--- src/perpp_pkg.sv ---
/*
 package of constants and state types for the parallel eeprom host controller.
 assumes a single 250 MHz core clock; all pin timing is counted in its cycles.
*/
package perpp_pkg;

	// ----------------------------------------
	// clock and widths
	// ----------------------------------------
	localparam int CLK_PS     = 4000;
	localparam int ADDR_W     = 15;
	localparam int DATA_W     = 8;
	localparam int PAGE_LSB   = 7;
	localparam int CMPL_BIT   = 7;
	localparam int TOGGLE_BIT = 6;
	localparam logic [7:0] PAGE_BYTES = 8'h80;

	// ----------------------------------------
	// pin timing, in ns and in cycles
	// ----------------------------------------
	localparam int ACCESS_NS   = 70;
	localparam int SETUP_NS    = 20;
	localparam int WE_PULSE_NS = 100;
	localparam int HOLD_NS     = 20;
	localparam int RECOV_NS    = 20;
	localparam int SYNC_CYC    = 2;
	localparam int ACCESS_CYC  = (ACCESS_NS * 1000 + CLK_PS - 1) / CLK_PS;
	localparam int READ_CYC    = ACCESS_CYC + SYNC_CYC;
	localparam int SETUP_CYC   = (SETUP_NS * 1000 + CLK_PS - 1) / CLK_PS;
	localparam int PULSE_CYC   = (WE_PULSE_NS * 1000 + CLK_PS - 1) / CLK_PS;
	localparam int HOLD_CYC    = (HOLD_NS * 1000 + CLK_PS - 1) / CLK_PS;
	localparam int RECOV_CYC   = (RECOV_NS * 1000 + CLK_PS - 1) / CLK_PS;
	localparam logic [7:0] SETUP_LD = 8'(SETUP_CYC - 1);
	localparam logic [7:0] PULSE_LD = 8'(PULSE_CYC - 1);
	localparam logic [7:0] HOLD_LD  = 8'(HOLD_CYC - 1);
	localparam logic [7:0] READ_LD  = 8'(READ_CYC - 1);
	localparam logic [7:0] RECOV_LD = 8'(RECOV_CYC - 1);

	// ----------------------------------------
	// page load window
	// ----------------------------------------
	localparam int PAGE_WIN_US   = 100;
	localparam int PAGE_WIN_CYC  = PAGE_WIN_US * 1000000 / CLK_PS;
	localparam int WIN_MARGIN    = SETUP_CYC + 2;
	localparam int CLOSE_GUARD   = 250;
	localparam logic [15:0] WIN_RST = 16'h0000;

	// ----------------------------------------
	// state types
	// ----------------------------------------
	typedef enum logic [2:0] {
		CY_IDLE   = 3'b000,
		CY_SETUP  = 3'b001,
		CY_STROBE = 3'b011,
		CY_HOLD   = 3'b010,
		CY_READ   = 3'b100,
		CY_RECOV  = 3'b101
	} perpp_cyc_t;

	typedef enum logic [2:0] {
		ST_IDLE = 3'b000,
		ST_WR   = 3'b001,
		ST_OPEN = 3'b011,
		ST_WAIT = 3'b010,
		ST_POLL = 3'b110,
		ST_RD   = 3'b100
	} perpp_state_t;

endpackage : perpp_pkg

--- src/perpp_cycle.sv ---
/*
 one bus cycle on the memory pins: a byte write strobed by the write strobe, or a read.
 assumes start only while idle; data_lines_in comes from the pins, unsynchronised.
*/
`timescale 1ns/10ps
module perpp_cycle (
	input  wire logic                        core_clk,
	input  wire logic                        srst,
	input  wire logic                        start,
	input  wire logic                        is_write,
	input  wire logic [perpp_pkg::ADDR_W-1:0] addr,
	input  wire logic [perpp_pkg::DATA_W-1:0] wdata,
	input  wire logic [perpp_pkg::DATA_W-1:0] data_lines_in,
	output logic                             done,
	output logic                             we_fall,
	output logic      [perpp_pkg::DATA_W-1:0] rdata,
	output logic                             ce_n,
	output logic                             oe_n,
	output logic                             we_n,
	output logic      [perpp_pkg::ADDR_W-1:0] byte_address,
	output logic      [perpp_pkg::DATA_W-1:0] data_lines_out,
	output logic                             data_lines_oe
);

	perpp_pkg::perpp_cyc_t             st_ff, nxt_st;
	logic [7:0]                        cnt_ff, nxt_cnt;
	logic                              ce_n_ff, nxt_ce_n, oe_n_ff, nxt_oe_n, we_n_ff, nxt_we_n;
	logic                              done_ff, nxt_done, fall_ff, nxt_fall, dq_oe_ff, nxt_dq_oe;
	logic [perpp_pkg::ADDR_W-1:0]      addr_ff, nxt_addr;
	logic [perpp_pkg::DATA_W-1:0]      dq_ff, nxt_dq, rdata_ff, nxt_rdata;
	logic [perpp_pkg::DATA_W-1:0]      dq_meta_ff, dq_sync_ff;
	wire                               cnt_zero = (cnt_ff == 8'h00);

	// ----------------------------------------
	// cycle sequencer
	// ----------------------------------------
	always_comb begin
		nxt_st    = st_ff;
		nxt_cnt   = cnt_zero ? 8'h00 : cnt_ff - 8'h01;
		nxt_ce_n  = ce_n_ff;
		nxt_oe_n  = oe_n_ff;
		nxt_we_n  = we_n_ff;
		nxt_addr  = addr_ff;
		nxt_dq    = dq_ff;
		nxt_dq_oe = dq_oe_ff;
		nxt_rdata = rdata_ff;
		nxt_done  = 1'b0;
		nxt_fall  = 1'b0;
		case (st_ff)
			perpp_pkg::CY_IDLE: begin
				if (start) begin
					nxt_addr = addr;
					nxt_ce_n = 1'b0;
					if (is_write) begin
						nxt_dq    = wdata;
						nxt_dq_oe = 1'b1;
						nxt_st    = perpp_pkg::CY_SETUP;
						nxt_cnt   = perpp_pkg::SETUP_LD;
					end else begin
						nxt_oe_n = 1'b0;
						nxt_st   = perpp_pkg::CY_READ;
						nxt_cnt  = perpp_pkg::READ_LD;
					end
				end
			end
			perpp_pkg::CY_SETUP: begin
				if (cnt_zero) begin
					nxt_we_n = 1'b0;
					nxt_fall = 1'b1;
					nxt_st   = perpp_pkg::CY_STROBE;
					nxt_cnt  = perpp_pkg::PULSE_LD;
				end
			end
			perpp_pkg::CY_STROBE: begin
				if (cnt_zero) begin
					nxt_we_n = 1'b1;
					nxt_st   = perpp_pkg::CY_HOLD;
					nxt_cnt  = perpp_pkg::HOLD_LD;
				end
			end
			perpp_pkg::CY_HOLD: begin
				if (cnt_zero) begin
					nxt_ce_n  = 1'b1;
					nxt_dq_oe = 1'b0;
					nxt_done  = 1'b1;
					nxt_st    = perpp_pkg::CY_IDLE;
				end
			end
			perpp_pkg::CY_READ: begin
				if (cnt_zero) begin
					nxt_rdata = dq_sync_ff;
					nxt_ce_n  = 1'b1;
					nxt_oe_n  = 1'b1;
					nxt_st    = perpp_pkg::CY_RECOV;
					nxt_cnt   = perpp_pkg::RECOV_LD;
				end
			end
			perpp_pkg::CY_RECOV: begin
				if (cnt_zero) begin
					nxt_done = 1'b1;
					nxt_st   = perpp_pkg::CY_IDLE;
				end
			end
			default: nxt_st = perpp_pkg::CY_IDLE;
		endcase
	end

	// ----------------------------------------
	// registers
	// ----------------------------------------
	always_ff @(posedge core_clk) begin
		dq_meta_ff <= data_lines_in;
		dq_sync_ff <= dq_meta_ff;
	end

	always_ff @(posedge core_clk) begin
		if (srst) begin
			st_ff    <= perpp_pkg::CY_IDLE;
			cnt_ff   <= 8'h00;
			ce_n_ff  <= 1'b1;
			oe_n_ff  <= 1'b1;
			we_n_ff  <= 1'b1;
			dq_oe_ff <= 1'b0;
			done_ff  <= 1'b0;
			fall_ff  <= 1'b0;
			addr_ff  <= '0;
			dq_ff    <= '0;
			rdata_ff <= '0;
		end else begin
			st_ff    <= nxt_st;
			cnt_ff   <= nxt_cnt;
			ce_n_ff  <= nxt_ce_n;
			oe_n_ff  <= nxt_oe_n;
			we_n_ff  <= nxt_we_n;
			dq_oe_ff <= nxt_dq_oe;
			done_ff  <= nxt_done;
			fall_ff  <= nxt_fall;
			addr_ff  <= nxt_addr;
			dq_ff    <= nxt_dq;
			rdata_ff <= nxt_rdata;
		end
	end

	assign done           = done_ff;
	assign we_fall        = fall_ff;
	assign rdata          = rdata_ff;
	assign ce_n           = ce_n_ff;
	assign oe_n           = oe_n_ff;
	assign we_n           = we_n_ff;
	assign byte_address   = addr_ff;
	assign data_lines_out = dq_ff;
	assign data_lines_oe  = dq_oe_ff;

endmodule : perpp_cycle

--- src/perpp_host.sv ---
/*
 host controller for a byte-wide parallel eeprom: reads, byte and page writes,
 end-of-write polling by complemented bit 7 and the toggling bit 6.
 assumes the user port runs on core_clk and a single memory sits on the pins.
*/
`timescale 1ns/10ps
// Function
// - read only while select and output enable low
// - write needs select, strobe low, output enable high
// - page address bits fixed during page load
// - any write may grow into page load
// - next strobe fall within 100 us
// - nothing happens unless chip select low
module perpp_host #(
	parameter int WIN_CYC = perpp_pkg::PAGE_WIN_CYC
) (
	input  wire logic                        core_clk,
	input  wire logic                        srst,
	input  wire logic                        cmd_valid,
	input  wire logic                        cmd_write,
	input  wire logic [perpp_pkg::ADDR_W-1:0] cmd_addr,
	input  wire logic [perpp_pkg::DATA_W-1:0] cmd_wdata,
	output logic                             cmd_ready,
	output logic                             rd_valid,
	output logic      [perpp_pkg::DATA_W-1:0] rd_data,
	output logic                             busy,
	output logic                             page_open,
	output logic                             mem_ce_n,
	output logic                             mem_oe_n,
	output logic                             mem_we_n,
	output logic      [perpp_pkg::ADDR_W-1:0] byte_address,
	output logic      [perpp_pkg::DATA_W-1:0] data_lines_out,
	output logic                             data_lines_oe,
	input  wire logic [perpp_pkg::DATA_W-1:0] data_lines_in
);

	localparam logic [15:0] WIN_LAST  = 16'(WIN_CYC - perpp_pkg::WIN_MARGIN);
	localparam logic [15:0] WIN_CLOSE = 16'(WIN_CYC + perpp_pkg::CLOSE_GUARD);
	localparam int          PG_W      = perpp_pkg::ADDR_W - perpp_pkg::PAGE_LSB;

	perpp_pkg::perpp_state_t           state_ff, nxt_state;
	logic                              pend_ff, nxt_pend, pend_write_ff;
	logic [perpp_pkg::ADDR_W-1:0]      pend_addr_ff, last_addr_ff, cy_addr;
	logic [perpp_pkg::DATA_W-1:0]      pend_data_ff, last_data_ff, rd_data_ff;
	logic [PG_W-1:0]                   page_ff;
	logic [7:0]                        bytes_ff;
	logic [15:0]                       win_ff;
	logic                              first_ff, prev_tog_ff;
	logic                              cmd_ready_ff, rd_valid_ff, busy_ff, page_open_ff;
	logic                              cy_start, cy_write, cy_done, cy_fall;
	logic [perpp_pkg::DATA_W-1:0]      cy_rdata;

	// ----------------------------------------
	// decodes
	// ----------------------------------------
	wire take       = cmd_valid & cmd_ready_ff;
	wire same_page  = (pend_addr_ff[perpp_pkg::ADDR_W-1:perpp_pkg::PAGE_LSB] == page_ff);
	wire win_ok     = (win_ff < WIN_LAST);
	wire win_done   = (win_ff >= WIN_CLOSE);
	wire page_full  = (bytes_ff == perpp_pkg::PAGE_BYTES);
	wire tog_still  = (cy_rdata[perpp_pkg::TOGGLE_BIT] == prev_tog_ff);
	wire cmpl_true  = (cy_rdata[perpp_pkg::CMPL_BIT] == last_data_ff[perpp_pkg::CMPL_BIT]);
	wire settled    = ~first_ff & tog_still & cmpl_true;
	wire wr_start   = cy_start & cy_write;
	wire poll_done  = (state_ff == perpp_pkg::ST_POLL) & cy_done;
	wire rd_done    = (state_ff == perpp_pkg::ST_RD) & cy_done;
	wire enter_poll = (state_ff == perpp_pkg::ST_WAIT) & win_done;
	wire nxt_ready  = ((nxt_state == perpp_pkg::ST_IDLE) | (nxt_state == perpp_pkg::ST_OPEN))
	                  & ~nxt_pend;

	// ----------------------------------------
	// sequencer
	// ----------------------------------------
	always_comb begin
		nxt_state = state_ff;
		nxt_pend  = pend_ff | take;
		cy_start  = 1'b0;
		cy_write  = 1'b0;
		cy_addr   = pend_addr_ff;
		case (state_ff)
			perpp_pkg::ST_IDLE: begin
				if (pend_ff) begin
					cy_start  = 1'b1;
					cy_write  = pend_write_ff;
					nxt_pend  = 1'b0;
					nxt_state = pend_write_ff ? perpp_pkg::ST_WR : perpp_pkg::ST_RD;
				end
			end
			perpp_pkg::ST_RD: begin
				if (cy_done) nxt_state = perpp_pkg::ST_IDLE;
			end
			perpp_pkg::ST_WR: begin
				if (cy_done) nxt_state = page_full ? perpp_pkg::ST_WAIT : perpp_pkg::ST_OPEN;
			end
			perpp_pkg::ST_OPEN: begin
				if (pend_ff & pend_write_ff & same_page & win_ok) begin
					cy_start  = 1'b1;
					cy_write  = 1'b1;
					nxt_pend  = 1'b0;
					nxt_state = perpp_pkg::ST_WR;
				end else if (pend_ff | ~win_ok) begin
					nxt_state = perpp_pkg::ST_WAIT;
				end
			end
			perpp_pkg::ST_WAIT: begin
				if (win_done) begin
					cy_start  = 1'b1;
					cy_addr   = last_addr_ff;
					nxt_state = perpp_pkg::ST_POLL;
				end
			end
			perpp_pkg::ST_POLL: begin
				if (cy_done) begin
					if (settled) begin
						nxt_state = perpp_pkg::ST_IDLE;
					end else begin
						cy_start = 1'b1;
						cy_addr  = last_addr_ff;
					end
				end
			end
			default: nxt_state = perpp_pkg::ST_IDLE;
		endcase
	end

	// ----------------------------------------
	// state and command registers
	// ----------------------------------------
	always_ff @(posedge core_clk) begin
		if (srst) begin
			state_ff     <= perpp_pkg::ST_IDLE;
			pend_ff      <= 1'b0;
			cmd_ready_ff <= 1'b0;
			busy_ff      <= 1'b0;
			page_open_ff <= 1'b0;
		end else begin
			state_ff     <= nxt_state;
			pend_ff      <= nxt_pend;
			cmd_ready_ff <= nxt_ready;
			busy_ff      <= (nxt_state == perpp_pkg::ST_WAIT) | (nxt_state == perpp_pkg::ST_POLL);
			page_open_ff <= (nxt_state == perpp_pkg::ST_WR) | (nxt_state == perpp_pkg::ST_OPEN);
		end
	end

	always_ff @(posedge core_clk) begin
		if (srst) begin
			pend_write_ff <= 1'b0;
			pend_addr_ff  <= '0;
			pend_data_ff  <= '0;
		end else if (take) begin
			pend_write_ff <= cmd_write;
			pend_addr_ff  <= cmd_addr;
			pend_data_ff  <= cmd_wdata;
		end
	end

	// ----------------------------------------
	// page tracking
	// ----------------------------------------
	always_ff @(posedge core_clk) begin
		if (srst) begin
			last_addr_ff <= '0;
			last_data_ff <= '0;
			page_ff      <= '0;
			bytes_ff     <= 8'h00;
		end else if (wr_start) begin
			last_addr_ff <= pend_addr_ff;
			last_data_ff <= pend_data_ff;
			page_ff      <= pend_addr_ff[perpp_pkg::ADDR_W-1:perpp_pkg::PAGE_LSB];
			bytes_ff     <= (state_ff == perpp_pkg::ST_IDLE) ? 8'h01 : bytes_ff + 8'h01;
		end
	end

	always_ff @(posedge core_clk) begin
		if (srst) begin
			win_ff <= perpp_pkg::WIN_RST;
		end else if (cy_fall) begin
			win_ff <= perpp_pkg::WIN_RST;
		end else if (win_ff != 16'hffff) begin
			win_ff <= win_ff + 16'h0001;
		end
	end

	// ----------------------------------------
	// polling and read return
	// ----------------------------------------
	always_ff @(posedge core_clk) begin
		if (srst) begin
			first_ff    <= 1'b0;
			prev_tog_ff <= 1'b0;
		end else if (enter_poll) begin
			first_ff <= 1'b1;
		end else if (poll_done) begin
			first_ff    <= 1'b0;
			prev_tog_ff <= cy_rdata[perpp_pkg::TOGGLE_BIT];
		end
	end

	always_ff @(posedge core_clk) begin
		if (srst) begin
			rd_valid_ff <= 1'b0;
			rd_data_ff  <= '0;
		end else begin
			rd_valid_ff <= rd_done;
			if (rd_done) rd_data_ff <= cy_rdata;
		end
	end

	// ----------------------------------------
	// pin cycle engine
	// ----------------------------------------
	perpp_cycle u_cycle (
		.core_clk       (core_clk),
		.srst           (srst),
		.start          (cy_start),
		.is_write       (cy_write),
		.addr           (cy_addr),
		.wdata          (pend_data_ff),
		.data_lines_in  (data_lines_in),
		.done           (cy_done),
		.we_fall        (cy_fall),
		.rdata          (cy_rdata),
		.ce_n           (mem_ce_n),
		.oe_n           (mem_oe_n),
		.we_n           (mem_we_n),
		.byte_address   (byte_address),
		.data_lines_out (data_lines_out),
		.data_lines_oe  (data_lines_oe)
	);

	assign cmd_ready = cmd_ready_ff;
	assign rd_valid  = rd_valid_ff;
	assign rd_data   = rd_data_ff;
	assign busy      = busy_ff;
	assign page_open = page_open_ff;

endmodule : perpp_host

--- config.mk ---
export PLATFORM = sky130hd
export DESIGN_NAME = perpp_host
export DESIGN_NICKNAME = d
export VERILOG_FILES = /design/src/perpp_pkg.sv /design/src/perpp_cycle.sv /design/src/perpp_host.sv
export SDC_FILE = /design/constraint.sdc
export NUM_CORES = 1
export LEC_CHECK = 0
export BUFFER_PORTS_ARGS = -buffer_cell sky130_fd_sc_hd__buf_2
export CAP_MARGIN = 20
export CORE_MARGIN = 2
export CORE_UTILIZATION = 50
export DETAILED_ROUTE_END_ITERATION = 10
export PLACE_DENSITY = 0.7
export SYNTH_ARGS = -nofsm -noshare
export SYNTH_HDL_FRONTEND = slang
export SYNTH_SLANG_ARGS = --single-unit
export TNS_END_PERCENT = 1
--- constraint.sdc ---
create_clock -name core_clk -period 3.2 [get_ports core_clk]
set_clock_uncertainty 0.05 [all_clocks]
set_input_delay 0.64 -clock core_clk [delete_from_list [all_inputs] [get_ports core_clk]]
set_output_delay 0.64 -clock core_clk [all_outputs]
set_load 0.02 [all_outputs]
[Word-level counts from Yosys, hierarchy flattened]
Cells that the tools add are included.
Word-level totals
  bits in registers: 161
  output and inout port bits: 39
  input port bits: 35
  word-level logic and storage cells: 163
Operators by class
  equal/unequal tests: 28
  add/subtract/negate cells: 3
  $lt $le $gt $ge: 2
  mux-type cells: 54
  reductions and logical operators: 24
  bitwise gates (word level): 22
Operators with widths (count)
  $mux 15: 3
  $mux 3: 15
  $mux 8: 5
  $pmux 15 s2: 1
  $pmux 8 s3: 1
  $mux 1: 19
  $eq 3x2->1 const B: 6
  $pmux 3 s6: 1
  $add 16x1->16 const B: 1
  $ge 16x15->1 const B: 1
  $lt 16x15->1 const B: 1
  $ne 16x16->1 const B: 1
  $eq 3x3->1 const B: 5
  $pmux 3 s5: 1
  $ne 2x1->1 const B: 6
  $pmux 1 s2: 6
  $reduce_or 2->1: 6
  $and 1x1->1: 11
  $reduce_bool 2->1: 5
  $eq 3x1->1 const B: 3
  $logic_not 3->1: 3
  $reduce_and 3->1: 3
  $add 8x1->8 const B: 1
  $eq 8x8->1: 1
  12 further kinds: 27

[Depth between registers and ports, before layout]
  depth in word-level cells: 9
  mapped depth: 12
  depth with buffers taken out: 9

[By module]
From an unflattened synthesis, not the netlist that was laid out.
Unflattened totals
  cells, all modules: 682
  area, all modules: 6004.5 µm²
Modules (own cells, without submodules)
  perpp_host: cells each 443, sequential area each 1641.6 µm², times used 1, area each 3722.3 µm²
  perpp_cycle: cells each 239, sequential area each 1281.2 µm², times used 1, area each 2282.2 µm²

[Worst setup path before layout]
Ideal clock, no wire load.
  kind: reg2reg
  start point: reg win_ff[1]
  end point: reg u_cycle.addr_ff (netlist bit u_cycle.byte_address[10])
  setup slack: 935 ps
  cell stages (with the launch flop): 12
  arrival time: 2134 ps
  required time: 3069 ps
  library setup time: 81 ps
  period minus slack after synthesis: 2265 ps
  buffers on the path: 2
  path through: dfxtp_1 > inv_1 > ha_1 > or4b_1 > a21oi_1 > o31ai_2 > o22a_1 > a21boi_2 > buf_6 > buf_8 > nor2_2 > a211oi_2
On the way
  cells in the longest elaborated chain, start to end: 5
  elaborated cells between the ends (all ways): 9
  those cells by class: 2 x order compare; 5 x mux; 1 x bitwise; 1 x reduce/logical
Ends and longest elaborated chain
  start, declared: RTL line perpp_host.sv:47  | logic [15:0] win_ff;
  start signal, assigned: RTL line perpp_host.sv:176  | win_ff <= perpp_pkg::WIN_RST;
  start signal, assigned: RTL line perpp_host.sv:178  | win_ff <= perpp_pkg::WIN_RST;
  start signal, assigned: RTL line perpp_host.sv:180  | win_ff <= win_ff + 16'h0001;
  $lt 16x15->1: RTL line perpp_host.sv:58  | wire win_ok = (win_ff < WIN_LAST);
  $and 1x1->1: RTL line perpp_host.sv:96  | if (pend_ff & pend_write_ff & same_page & win_ok) begin
  $mux 1: RTL line perpp_host.sv:96
  $pmux 1 s4: RTL line perpp_host.sv:80  | case (state_ff)
  $reduce_and 2->1 (no source line)
  end signal, assigned: RTL line perpp_cycle.sv:138  | addr_ff <= nxt_addr;
  end, declared: RTL line perpp_cycle.sv:29  | logic [perpp_pkg::ADDR_W-1:0] addr_ff, nxt_addr;
Parallel ways exist; a longest one is shown, timed or not.
A chain may end at the register's enable or synchronous reset.

[Final worst setup path]
  start point: reg win_ff[1]
  end point: reg u_cycle.dq_ff (netlist bit u_cycle.data_lines_out[4])
On the way
  cells in the longest elaborated chain, start to end: 5
  elaborated cells between the ends (all ways): 8
  those cells by class: 2 x order compare; 4 x mux; 1 x bitwise; 1 x reduce/logical
Ends and longest elaborated chain
  $lt 16x15->1: RTL line perpp_host.sv:58
  $and 1x1->1: RTL line perpp_host.sv:96
  $mux 1: RTL line perpp_host.sv:96
  $pmux 1 s4 / $pmux 1 s2 (equally long branches): RTL line perpp_host.sv:80
  $reduce_and 3->1 (no source line) *
  end signal, assigned: RTL line perpp_cycle.sv:139  | dq_ff <= nxt_dq;
  end, declared: RTL line perpp_cycle.sv:30  | logic [perpp_pkg::DATA_W-1:0] dq_ff, nxt_dq, rdata_ff, nxt_rdata;
Every way passes the cells marked *; elsewhere a longest branch is shown, timed or not.

==> metrics.yaml <==
cts:
  ctsHoldBuffers: 0
  cts_max_level: 4
  cts_tree: "done"
  worstSkewPairLatency_ps: 420
  cts_buffer_depth: 2
  ctsResizeCount: 0
  cts_num_sinks: 146
  clock-root-buffer: "clkbuf_16"
  numCtsBuffers: 17
  cts_setup_buffers: 0
  clkTransAtPathRegs_ps: 60
floorplanning:
  die_area_um2: 12800
  core_area_um2: 11500
  start_util_pct: 51.7
  rows: 39
  die_h_um: 113
  die_x_um: 113
  io_pins: 74
logic_synthesis:
  synth_area_per_cell_um2: 8.84
  yosys.area.top_type: "dfxtp_1"
  synth_top_area_share_pct: 49.1
  synth_fp_nets: 715
  yosysUniqueCellTypes: 55
  syn_inst: 674
  yosysSeqAreaShare_pct: 49.1
  netlist_area_um2: 5960
  ys_ff_latch: 146
  ys_top_cells_by_area: "dfxtp_1 49%, nand2_1 7.2%, mux2i_1 5.7%, a21oi_1 5.6%, nor2_1 4.2%"
  yosysWarnings: 0
timing:
  relSlewSlack_pct: 37.5
  layout_min_cycle_time_ps: 2810
  timing.final.max_slew_violations: 0
  hold_viol: 0
  setup_viol_count_final: 0
  fin_crit_sh_pct: 87.9
  tns_ps: 0
  tightest_slew_ps: 937
  rsz0062_at_grt: "no"
  fmax_mhz: 356
power_and_ir_drop:
  comb_power_share_pct: 16.1
  pwr-share-clk_pct: 40.3
  swShare_pct: 28.1
  p_per_area_nw_per_um2: 679
  seq_power_share_pct: 43.5
  finalPower_w: 0.00474
  power_switching_w: 0.00133
  ir_worst_vdd_mv: 0.436
  p_int_w: 0.00341
  p_leak_nw: 2.82
grt:
  grt.overflow.total: 0
  grt_max_degree: 41
  track_usage_pct: 20.5
  grt_pass1_wl_um: 21400
  antenna_found_initial: 0
  grt_pass1_vias: 4600
critical_path:
  worstRegToRegCells: 9
  arrival_ps: 3050
  path_max_fanout: 24
  worstSetupStartpointType: "flop"
  crit_path_end_kind: "flop"
  worst_ep_required_time_ps: 3440
  r2r_slack_ps: 390
  worstSetupPathType: "flop to flop"
hold_path:
  worstHoldPathCells: 1
  hold_class: "primary input to flop"
final_layout:
  drive_above_1_share_pct: 19.2
  area_growth_pct: 17.0
  layout_commonest_cell: "dfxtp_1"
  nets: 773
  layout_common_cells: "146 x dfxtp_1, 115 x nand2_1, 72 x buf_2"
  num_antenna_cells: 0
placed_design:
  gp_congestion: 0.874
  place_hpwl_um: 8590
  portBuffers: 73
run_status:
  violations: "design-rule violations"
  status: "complete, but fails checks"
routing:
  antenna_left: 0
  drc: 1
  drt_wl_total_um: 12500
  avgViaCountPerCell: 5.40
  drt-pass1-iter-count: 7
  vias: 4794
  drt_iter0_markers: 232
  wl_per_cell_um: 14.1
run:
  maxCapViolCount: 0
[layer usage]
metal | vias to the layer above | part of all wire [%] | routed length, um | global-route usage, %
li1 | 2431 | - | - | -
met1 | 2274 | 45 | 5630 | 24.9
met2 | 75 | 51 | 6340 | 35.0
met3 | 14 | 3.2 | 399 | 5.89
met4 | 0 | 1.3 | 159 | 7.07
met5 | - | 0 | 0 | 0
[power groups by stage]
stage / registers, W / clock network [W] / logic [W]
finish: 0.00206 / 0.00191 / 0.000765
CTS: 0.00206 / 0.00196 / 0.000769
global route: 0.00208 / 0.00204 / 0.000855
floorplan: 0.00210 / 0 / 0.000553
detailed placement: 0.00210 / 0 / 0.000764
global placement: 0.00209 / 0 / 0.000740
[worst max-delay path: stages (launching register included)]
cell and delay (ps):
dfxtp_1 360, inv_1 120, ha_1 140, or4b_1 440, a21oi_1 190, o31ai_2 150, o22ai_4 590, nand2_1 400
nand2_1 170, a21oi_1 80
[flip-flops by register name, indices dropped and copies added, names as in the netlist, 15 cells and up]
signal,count
win_ff,16
last_addr_ff,15
pend_addr_ff,15
u_cycle.byte_address,15
[cell type report]
class	instances	area, um^2
multi-input combinational	474	2800
timing repair buffer	82	448
sequential	146	2920
clock buffer	22	484
clock inverter	10	97.6
fill	1025	4540
inverter	11	41.3
tap	143	179
[final timing paths]
path | start | endpoint
hold / removal | data_lines_in[1] | u_cycle.dq_meta_ff[1]$_DFF_P_
hold reg to reg | u_cycle.dq_meta_ff[2]$_DFF_P_ | u_cycle.dq_sync_ff[2]$_DFF_P_
setup / recovery | win_ff[1]$_SDFFE_PP0P_ | u_cycle.data_lines_out[4]$_SDFFE_PP0P_
setup reg to reg | win_ff[1]$_SDFFE_PP0P_ | u_cycle.data_lines_out[4]$_SDFFE_PP0P_
[through the flow]
step / setup WS, ps / util [%] / instances / hold slack, ps / cell area (um^2)
floorplan: 935 / - / 674 / 260 / 5960
global placement: 500 / 55.5 / 856 / 261 / 6390
detailed placement: 396 / 55.5 / 856 / 264 / 6390
CTS: 383 / 60.5 / 888 / 248 / 6970
global route: 122 / 60.5 / 888 / 248 / 6970
finish: 388 / 60.5 / 888 / 271 / 6970
[synth_stat cells (all sizes together)]
library cell / count
a211oi: 16
o21ai: 8
clkbuf: 28
or4b: 1
or2: 4
nor4b: 1
nand4b: 1
nand2b: 3
ha: 6
nor3b: 2
o211ai: 1
nand4: 12
o221ai: 1
dfxtp: 146
xnor2: 8
o311ai: 1
mux2i: 34
buf: 15
o22ai: 2
xor2: 25
a21o: 1
nand3b: 6
and2: 3
o31a: 1
inv: 11
or4: 2
nand2: 115
nand3: 21
nor3: 17
a311oi: 1
o21bai: 2
and3: 5
nor2b: 2
a31oi: 6
o311a: 3
a21boi: 1
a211o: 1
nor4: 8
or3: 5
o31ai: 2
a21oi: 67
o21a: 1
nor2: 77
o22a: 1
[kinds of logic after synthesis]
| kind of cell | after synthesis | synth area share [%] |
|---|---|---|
| xor+xnor | 33 | 4.85 |
| mux | 34 | 5.71 |
| buf+inv | 54 | 4.30 |
| simple gates | 285 | 22.3 |
| compound gates | 116 | 12.5 |
| flops | 146 | 49.1 |
| fa+ha+maj | 6 | 1.26 |
Note: power is estimated with default switching activity, not from simulation.
